<file path="src/iacp_map.svh">
/*
  constants for the interrupt acknowledge cascade port: configuration
  field positions, reset values and the acknowledge timing count.
  assumes inclusion by bare name from package and modules.
*/
`ifndef IACP_MAP_SVH
`define IACP_MAP_SVH

// interrupt port configuration field positions
`define IACP_CFG_IC_LO 0
`define IACP_CFG_IC_HI 1
`define IACP_CFG_CASCADE_MODE_SELECT 2
`define IACP_CFG_SLA_LO 3
`define IACP_CFG_SLA_HI 4
`define IACP_CFG_WIDTH 5
// reset value of the configuration: open drain, slave cascading, address 0
`define IACP_CFG_RESET 5'h00
// cascade mode codes
`define IACP_MODE_SLAVE 1'b0
`define IACP_MODE_DAISY 1'b1
// clock period in ps and least acknowledge hold time in ns
`define IACP_MCLK_PS 25000
`define IACP_ACK_MIN_NS 25
`define IACP_ACK_MIN_CYC (((`IACP_ACK_MIN_NS * 1000) + `IACP_MCLK_PS - 1) / `IACP_MCLK_PS)

`endif

</file>
<file path="src/iacp_pkg.sv">
/*
  types for the interrupt acknowledge cascade port.
  assumes iacp_map.svh is on the include path.
*/
package iacp_pkg;
  `include "iacp_map.svh"

  // acknowledge handling states, gray along idle-pending-granted-done
  typedef enum logic [1:0] {
    IACP_IDLE = 2'b00,
    IACP_PEND = 2'b01,
    IACP_GRANT = 2'b11,
    IACP_DONE = 2'b10
  } iacp_state_t;

  // configuration bundle as seen by the port
  typedef struct packed {
    logic slave_addr_hi;
    logic slave_addr_lo;
    logic cascade_mode_select;
    logic irq_output_cfg_hi;
    logic irq_output_cfg_lo;
  } iacp_cfg_t;

  // interrupt request output stage, two signals of the pin
  typedef struct packed {
    logic o;
    logic oe;
  } iacp_pin_t;

  // state of the irq output stage module
  typedef struct packed {
    iacp_pin_t pin;
  } iacp_irq_st_t;

  // state of the top module
  typedef struct packed {
    iacp_state_t state;
    logic ack_accept;
    logic pin_a_o;
    logic pin_a_oe;
  } iacp_top_st_t;
endpackage

</file>
<file path="src/iacp_irq_stage.sv">
/*
  interrupt request output stage: open drain, push-pull active low or
  push-pull active high, chosen by two configuration bits.
  assumes the board pulls the open-drain line high.
*/
`timescale 1ns/1ps
module iacp_irq_stage
  import iacp_pkg::*;
(
  input wire logic mclk,
  input wire logic rstn,
  input wire logic irq_req,
  input wire logic irq_output_cfg_hi,
  input wire logic irq_output_cfg_lo,
  output iacp_pin_t irq_pin
);
  iacp_irq_st_t st_r;
  iacp_irq_st_t st_nxt;

  // output stage selection from the two configuration bits
  always_comb begin
    st_nxt = st_r;
    if (!irq_output_cfg_lo) begin
      st_nxt.pin.o = 1'b0;
      st_nxt.pin.oe = irq_req; // open drain only pulls low
    end else if (!irq_output_cfg_hi) begin
      st_nxt.pin.o = !irq_req;
      st_nxt.pin.oe = 1'b1;
    end else begin
      st_nxt.pin.o = irq_req;
      st_nxt.pin.oe = 1'b1;
    end
  end

  // registered so the pin never glitches on a config change
  always_ff @(posedge mclk or negedge rstn) begin
    if (!rstn) begin
      st_r <= '0;
    end else begin
      st_r <= st_nxt;
    end
  end

  assign irq_pin = st_r.pin;

  a_od_no_drive: assert property (@(posedge mclk) disable iff (!rstn)
    !irq_output_cfg_lo && !irq_req |=> !irq_pin.oe)
    else $error("open drain drives while idle");
  a_pp_low_level: assert property (@(posedge mclk) disable iff (!rstn)
    irq_output_cfg_lo && !irq_output_cfg_hi |=> irq_pin.oe && (irq_pin.o == !$past(irq_req)))
    else $error("push-pull low level wrong");
  a_pp_high_level: assert property (@(posedge mclk) disable iff (!rstn)
    irq_output_cfg_lo && irq_output_cfg_hi |=> irq_pin.oe && (irq_pin.o == $past(irq_req)))
    else $error("push-pull high level wrong");
  // open drain must actually pull the line low while a request stands
  a_od_pull_low: assert property (@(posedge mclk) disable iff (!rstn)
    !irq_output_cfg_lo && irq_req |=> irq_pin.oe && !irq_pin.o)
    else $error("open drain does not pull low");

  c_pp_high: cover property (@(posedge mclk) disable iff (!rstn)
    irq_output_cfg_lo && irq_output_cfg_hi && irq_pin.o);
endmodule // iacp_irq_stage

</file>
<file path="src/iacp_port.sv">
/*
  interrupt acknowledge cascade port: accepts an acknowledge in slave
  cascading or daisy chaining mode and drives the interrupt request pin.
  assumes irq_req comes from the surrounding controller and all inputs
  are synchronous to mclk.
*/
// Summary of operation
// - slave cascading: both enable pins are inputs only
// - slave ack needs request and address match
// - daisy mode: pin a drives, pin b samples
// - daisy ack needs request and chain input high
// - low cfg bit selects open drain or push-pull low
// - both cfg bits set: push-pull active high
`timescale 1ns/1ps
module iacp_port
  import iacp_pkg::*;
(
  input wire logic mclk,
  input wire logic rstn,
  input wire iacp_cfg_t interrupt_port_config,
  input wire logic irq_req,
  input wire logic interrupt_ack_strobe,
  input wire logic chain_enable_pin_a_i,
  output logic chain_enable_pin_a_o,
  output logic chain_enable_pin_a_oe,
  input wire logic chain_enable_pin_b_i,
  output logic chain_enable_pin_b_o,
  output logic chain_enable_pin_b_oe,
  output logic irq_pin_o,
  output logic irq_pin_oe,
  output logic ack_accept,
  output logic ack_busy
);
  iacp_top_st_t st_r;
  iacp_top_st_t st_nxt;
  iacp_pin_t irq_pin;
  logic daisy;
  logic addr_match;
  logic ack_ok;
  logic ack_rise;
  logic ack_d_r;

  assign daisy = (interrupt_port_config.cascade_mode_select == `IACP_MODE_DAISY);
  // slave address compare against the two enable inputs
  assign addr_match = (chain_enable_pin_a_i == interrupt_port_config.slave_addr_lo) &&
                      (chain_enable_pin_b_i == interrupt_port_config.slave_addr_hi);
  // acknowledge qualification for each mode
  assign ack_ok = daisy ? chain_enable_pin_b_i : addr_match;
  assign ack_rise = interrupt_ack_strobe && !ack_d_r;

  // edge detector on the acknowledge strobe
  always_ff @(posedge mclk or negedge rstn) begin
    if (!rstn) begin
      ack_d_r <= 1'b0;
    end else begin
      ack_d_r <= interrupt_ack_strobe;
    end
  end

  // acknowledge sequencing and chain enable pin
  always_comb begin
    st_nxt = st_r;
    st_nxt.ack_accept = 1'b0;
    unique case (st_r.state)
      IACP_IDLE: begin
        if (irq_req) begin
          st_nxt.state = IACP_PEND;
        end
      end
      IACP_PEND: begin
        if (!irq_req) begin
          st_nxt.state = IACP_IDLE;
        end else if (ack_rise && ack_ok) begin
          st_nxt.state = IACP_GRANT;
          st_nxt.ack_accept = 1'b1;
        end
      end
      IACP_GRANT: begin
        st_nxt.state = IACP_DONE;
      end
      IACP_DONE: begin
        if (!interrupt_ack_strobe) begin
          st_nxt.state = IACP_IDLE;
        end
      end
    endcase
    // chain enable out passes priority only when we have no request
    st_nxt.pin_a_oe = daisy;
    st_nxt.pin_a_o = daisy && chain_enable_pin_b_i && !irq_req;
  end

  always_ff @(posedge mclk or negedge rstn) begin
    if (!rstn) begin
      st_r <= '0;
    end else begin
      st_r <= st_nxt;
    end
  end

  // request gates the chain output combinationally, no cycle of delay
  assign chain_enable_pin_a_o = st_r.pin_a_o && !irq_req;
  // gated by the live mode bit so a switch to slave mode releases pin a at once
  assign chain_enable_pin_a_oe = st_r.pin_a_oe && daisy;
  // pin b is never driven in either mode
  assign chain_enable_pin_b_o = 1'b0;
  assign chain_enable_pin_b_oe = 1'b0;
  assign ack_accept = st_r.ack_accept;
  assign ack_busy = (st_r.state != IACP_IDLE);

  iacp_irq_stage u_irq (
    .mclk(mclk),
    .rstn(rstn),
    .irq_req(irq_req),
    .irq_output_cfg_hi(interrupt_port_config.irq_output_cfg_hi),
    .irq_output_cfg_lo(interrupt_port_config.irq_output_cfg_lo),
    .irq_pin(irq_pin)
  );
  assign irq_pin_o = irq_pin.o;
  assign irq_pin_oe = irq_pin.oe;

  a_slave_no_drive: assert property (@(posedge mclk) disable iff (!rstn)
    !daisy |-> !chain_enable_pin_a_oe && !chain_enable_pin_b_oe)
    else $error("enable pin driven in slave mode");
  a_slave_ack_match: assert property (@(posedge mclk) disable iff (!rstn)
    ack_accept && !$past(daisy) |-> $past(addr_match) && $past(irq_req))
    else $error("slave ack without address match");
  a_daisy_pin_dir: assert property (@(posedge mclk) disable iff (!rstn)
    daisy && $past(daisy) |-> chain_enable_pin_a_oe && !chain_enable_pin_b_oe)
    else $error("daisy pin direction wrong");
  a_daisy_ack_chain: assert property (@(posedge mclk) disable iff (!rstn)
    ack_accept && $past(daisy) |-> $past(chain_enable_pin_b_i) && $past(irq_req))
    else $error("daisy ack without chain input");
  a_ack_one_cycle: assert property (@(posedge mclk) disable iff (!rstn)
    ack_accept |=> !ack_accept)
    else $error("ack accept longer than one cycle");
  a_chain_block: assert property (@(posedge mclk) disable iff (!rstn)
    irq_req |-> !chain_enable_pin_a_o)
    else $error("chain enable high during request");
  a_chain_pass: assert property (@(posedge mclk) disable iff (!rstn)
    daisy && chain_enable_pin_b_i && !irq_req ##1 daisy && !irq_req |-> chain_enable_pin_a_o)
    else $error("chain enable not passed");
  // no request at the deciding edge means no accept pulse after it
  a_ack_needs_req: assert property (@(posedge mclk) disable iff (!rstn)
    !$past(irq_req) |-> !ack_accept)
    else $error("ack accepted without request");
  // a held strobe must not be accepted twice; only a rising strobe counts
  a_ack_on_rise: assert property (@(posedge mclk) disable iff (!rstn)
    ack_accept |-> $past(interrupt_ack_strobe) && !$past(interrupt_ack_strobe, 2))
    else $error("ack accepted without strobe rise");

  c_slave_ack: cover property (@(posedge mclk) disable iff (!rstn) ack_accept && !daisy);
  c_daisy_ack: cover property (@(posedge mclk) disable iff (!rstn) ack_accept && daisy);
  c_chain_pass: cover property (@(posedge mclk) disable iff (!rstn) chain_enable_pin_a_o);
  c_chain_block: cover property (@(posedge mclk) disable iff (!rstn)
    daisy && chain_enable_pin_b_i && irq_req);
endmodule // iacp_port

</file>
<file path="config.mk">
export PLATFORM = sky130hd
export DESIGN_NAME = iacp_port
export DESIGN_NICKNAME = d
export VERILOG_FILES = /design/src/iacp_pkg.sv /design/src/iacp_irq_stage.sv /design/src/iacp_port.sv
export VERILOG_INCLUDE_DIRS = /design/src
export SDC_FILE = /design/constraint.sdc
export NUM_CORES = 1
export LEC_CHECK = 0
export BUFFER_PORTS_ARGS = -buffer_cell sky130_fd_sc_hd__clkbuf_2
export CORE_AREA = 2 2 39 41
export CTS_CLUSTER_SIZE = 25
export DETAILED_ROUTE_END_ITERATION = 12
export DIE_AREA = 0 0 41 43
export GPL_TIMING_DRIVEN = 0
export HOLD_SLACK_MARGIN = 0.15
export PLACE_DENSITY_LB_ADDON = 0.2
export RECOVER_POWER = 50
export SYNTH_ARGS = -nofsm -noshare
export SYNTH_HDL_FRONTEND = slang
export SYNTH_HIERARCHICAL = 1
export SYNTH_SLANG_ARGS = --single-unit
</file>
<file path="constraint.sdc">
create_clock -name mclk -period 1.9 [get_ports mclk]
set_clock_uncertainty 0.2 [all_clocks]
set_input_delay 0.19 -clock mclk [delete_from_list [all_inputs] [get_ports mclk]]
set_output_delay 0.19 -clock mclk [all_outputs]
set_load 0.02 [all_outputs]
</file>
== Word-level counts from Yosys, hierarchy flattened ==
Index checks and enable logic that the tools add are counted.
Storage, ports and cells
  bits in registers: 8
  output and inout bits: 8
Cells by class
  eq/ne operators: 8
  muxes and demuxes: 10
  reduce and logical (&&, ||, !) cells: 12
Operator list (count)
  2-bit two-way mux: 5
  2-bit case mux with 4 select lines: 1
  1-bit logical AND: 7
  2-bit equality test, second input constant: 2
  2-bit != test, second input constant: 2
  1-bit two-way mux: 3
  3-bit two-way mux: 1
  3-bit != test, second input constant: 1
  3-bit AND reduction: 1
  1-bit equality test: 2
  2-bit by 1-bit equality test with 1-bit output, second input constant: 1
  1-bit logical NOT: 2
  2-bit logical NOT: 1
  2-bit nonzero test: 1

== Depth between registers and ports, before layout ==
  depth after elaboration: 7
  gate-level depth with buffers: 3

== Modules after synthesis ==
Netlist, hierarchy kept.
Modules (own cells, without submodules)
  iacp_port: times used 1, cells each 23, area an instance 266.5 um2, sequential area each 150.1 um2
  iacp_irq_stage: times used 1, cells each 5, area an instance 71.3 um2, sequential area each 50.0 um2

== Worst setup path before layout ==
OpenSTA, ideal clock, no wires.
  kind: input to register
  from: input port interrupt_port_config[4] (netlist name)
  to: register st_r, in the netlist ack_accept
  setup time: 0.068 ns
  data arrival time: 0.868 ns
  data required time: 1.632 ns
  setup slack: 0.764 ns
  cell stages on the path: 3
  buffers on the path: 0
  path through: or3_1 > a22oi_2 > and4_1
RTL lines
  start, declared: RTL line iacp_port.sv:20  | input wire iacp_cfg_t interrupt_port_config,
  end signal, assigned: RTL line iacp_port.sv:96  | st_r <= st_nxt;
  end, declared: RTL line iacp_port.sv:34  | iacp_top_st_t st_r;

==> impl_metrics.json <==
{
  "status": "complete, no violations",
  "syn_avg_cell_area_um2": 12.07,
  "layout_commonest_cell": "clkbuf_2",
  "synth_xor_area_frac": 0.05185,
  "worstSetupStartpointType": "input pin",
  "cp_top_family": "buffers and inverters",
  "reg2reg_from": "st_r[3]",
  "swShare": 0.2457,
  "path_buf_inv": 3,
  "p_leak_nw": 0.2770,
  "grt_start_max_net_pins": 9,
  "nFillCells": 144,
  "syn-cell-area_um2": 337.8,
  "muxShareOfSynthArea": 0,
  "cts_hold_buffers": 10,
  "port_buffers": 16,
  "nNetsFinal": 71,
  "setup_viol": 0,
  "grt_usage": 0.09485,
  "hold_viol": 0,
  "grt_pass1_wl_mm": 1.035,
  "die_h_um": 43,
  "synth_top_family_by_area": "simple AND/OR/NAND/NOR gates",
  "antenna_found_initial": 0,
  "hold_path_end": "ack_accept",
  "min_period_ps": 1764,
  "ys_ff_latch": 8,
  "crit_start": "irq_req",
  "synthSimpleGateAreaFrac": 0.1963,
  "cts-htree-levels": 1,
  "seqPwrFrac": 0.475,
  "vias_per_cell": 3.892,
  "die-area_um2": 1763,
  "place_hpwl_um": 437.7,
  "rr_endpoint": "st_r[4]",
  "fin_crit_sh": 0.9282,
  "final-max-slew-violation-count": 0,
  "wl_per_cell_um": 8.270,
  "cp-end-kind": "flop",
  "core_um2": 1384,
  "synthToLayoutAreaGrowth_pct": 65.19,
  "cp.arrival_ps": 1690,
  "cts-resized-gates": 0,
  "yosys.area_share.adder": 0,
  "antenna_left": 0,
  "cp_slowest_stage_delay_ps": 550,
  "clkPwrFrac": 0.336,
  "synth_warnings": 6,
  "cellPowerDensity_nw_per_um2": 690.1,
  "cts_root_buffer": "clkbuf_4",
  "drv_cap": 0,
  "first_iter_violations": 3,
  "synth_compound_area_frac": 0.1037,
  "rsz0062_at_grt": "no",
  "irDropWorstVdd_mv": 0.3401,
  "drt_first_pass_iters": 3,
  "worstPathMaxFanout": 6,
  "layout-drive-gt1-share": 0.3276,
  "clk_latency_ps": 250,
  "wl_um": 612,
  "clk_pin_slew_ps": 50,
  "reg2reg_slack_ps": 830,
  "whs_ps": 190.9,
  "overflow": 0,
  "power_switching_uw": 94.63,
  "post_cts_buffers": 0,
  "reg2regPathDepth": 2,
  "worst_path_most_repeated_cell": "dlygate4sd3_1",
  "die_width_um": 41,
  "syn_inst": 28,
  "hold_path_class": "input pin to flop",
  "path_cells": "dlygate4sd3_1, clkbuf_2, or2_2, dlygate4sd3_1",
  "cpMaxStageDelayCell": "dlygate4sd3_1",
  "start_util": 0.2441,
  "cts_tree": "built",
  "place.gp.congestion": 0.7151,
  "clock_path_buffers": 2,
  "vias": 288,
  "ys_types": 16,
  "placementRows": 14,
  "grt_pass1_vias": 252,
  "max_freq_mhz": 567.0,
  "fin_setup_tns_ps": 0,
  "min_from": "interrupt_port_config[4]",
  "cts.sinks": 8,
  "synth-seq-area-share": 0.5926,
  "critical_path_class": "input pin to flop",
  "drc": 0,
  "p_int_uw": 290.5,
  "antennaDiodeCount": 0,
  "comb_power_share": 0.189,
  "cts_buffers": 3,
  "min_path_cells": 4,
  "final_cell_mix": "clkbuf_2 (11), dlygate4sd3_1 (10), dfrtp_1 (8)",
  "ios": 19,
  "required_ps": 1830
}
sequential cells by signal (all words and copies together), names as in the netlist:
signal and cells:
st_r 4, ack_accept 1, ack_d_r 1, u_irq/irq_pin 2
cells by family (layout without fill, tap and decap cells):
group,count (synthesis),count (layout)
xor gates and xnor gates,2,2
buffers and inverters,2,31
DFF,8,8
and+or+nand+nor,11,11
other,1,2
AOI/OAI and AO/OA,4,4
through the flow:
stage	utilization	setup slack [ps]	instances	power (mW)	area, um2
finish	0.4033	136.5	74	0.3851	558.0
global route	0.4033	100.1	74	0.4121	558.0
CTS	0.4078	138.7	74	0.3948	564.3
detailed placement	0.3192	636.6	61	0.2443	441.7
global placement	0.3192	633.9	61	0.2439	441.7
floorplan	-	764.2	29	0.2184	341.6
worst register-to-register path: cells and delay by family, from the launching register on:
kind | cells | cell delay (ps)
compound gates | 2 | 380
flops | 1 | 400
worst max path at each step:
stage / endpoint / slack (ps) / depth (start not counted)
2_1_floorplan: ack_accept / 760 / 3
3_3_place_gp: ack_accept / 630 / 4
3_5_place_dp: ack_accept / 640 / 4
4_1_cts: u_irq/irq_pin[0] / 140 / 4
5_1_grt: u_irq/irq_pin[1] / 100 / 5
6_report: u_irq/irq_pin[0] / 140 / 4
power by group through the flow:
stage | combinational (mW) | clock, mW | sequential (mW)
after floorplan | 0.0293 | 0 | 0.189
after global placement | 0.0580 | 0 | 0.186
after global routing | 0.0807 | 0.147 | 0.184
final | 0.0728 | 0.129 | 0.183
after detailed placement | 0.0587 | 0 | 0.186
after CTS | 0.0753 | 0.137 | 0.183
per-layer routing:
metal,track usage,routed length (um),up-vias
met2,0.1094,272,12
met5,0,0,-
li1,-,-,150
met1,0.1144,269,124
met4,0.06000,8,0
met3,0.07853,61,2
synth_stat cells, drive strengths merged:
cell type  number  share of area
xor2            1          0.026
a22oi           1          0.037
nor2            1          0.011
o21ai           1          0.015
nor2b           3          0.056
or2             2          0.037
buf             2          0.044
or3             1          0.019
dfrtp           8           0.59
xnor2           1          0.026
and2            2          0.037
nand2           1          0.011
a41o            1          0.030
o21a            1          0.022
and4            1          0.026
conb            1          0.011
area by class of cell:
class / count / area [um2] / area share
Sequential cell: 8 / 200.2 / 0.3587
Timing Repair Buffer: 26 / 173.9 / 0.3117
Clock buffer: 3 / 22.52 / 0.04036
Multi-Input combinational cell: 19 / 126.4 / 0.2265
Buffer: 2 / 15.01 / 0.02691
Tap cell: 16 / 20.02 / 0.03587
Power figures use the tool's default switching activity.
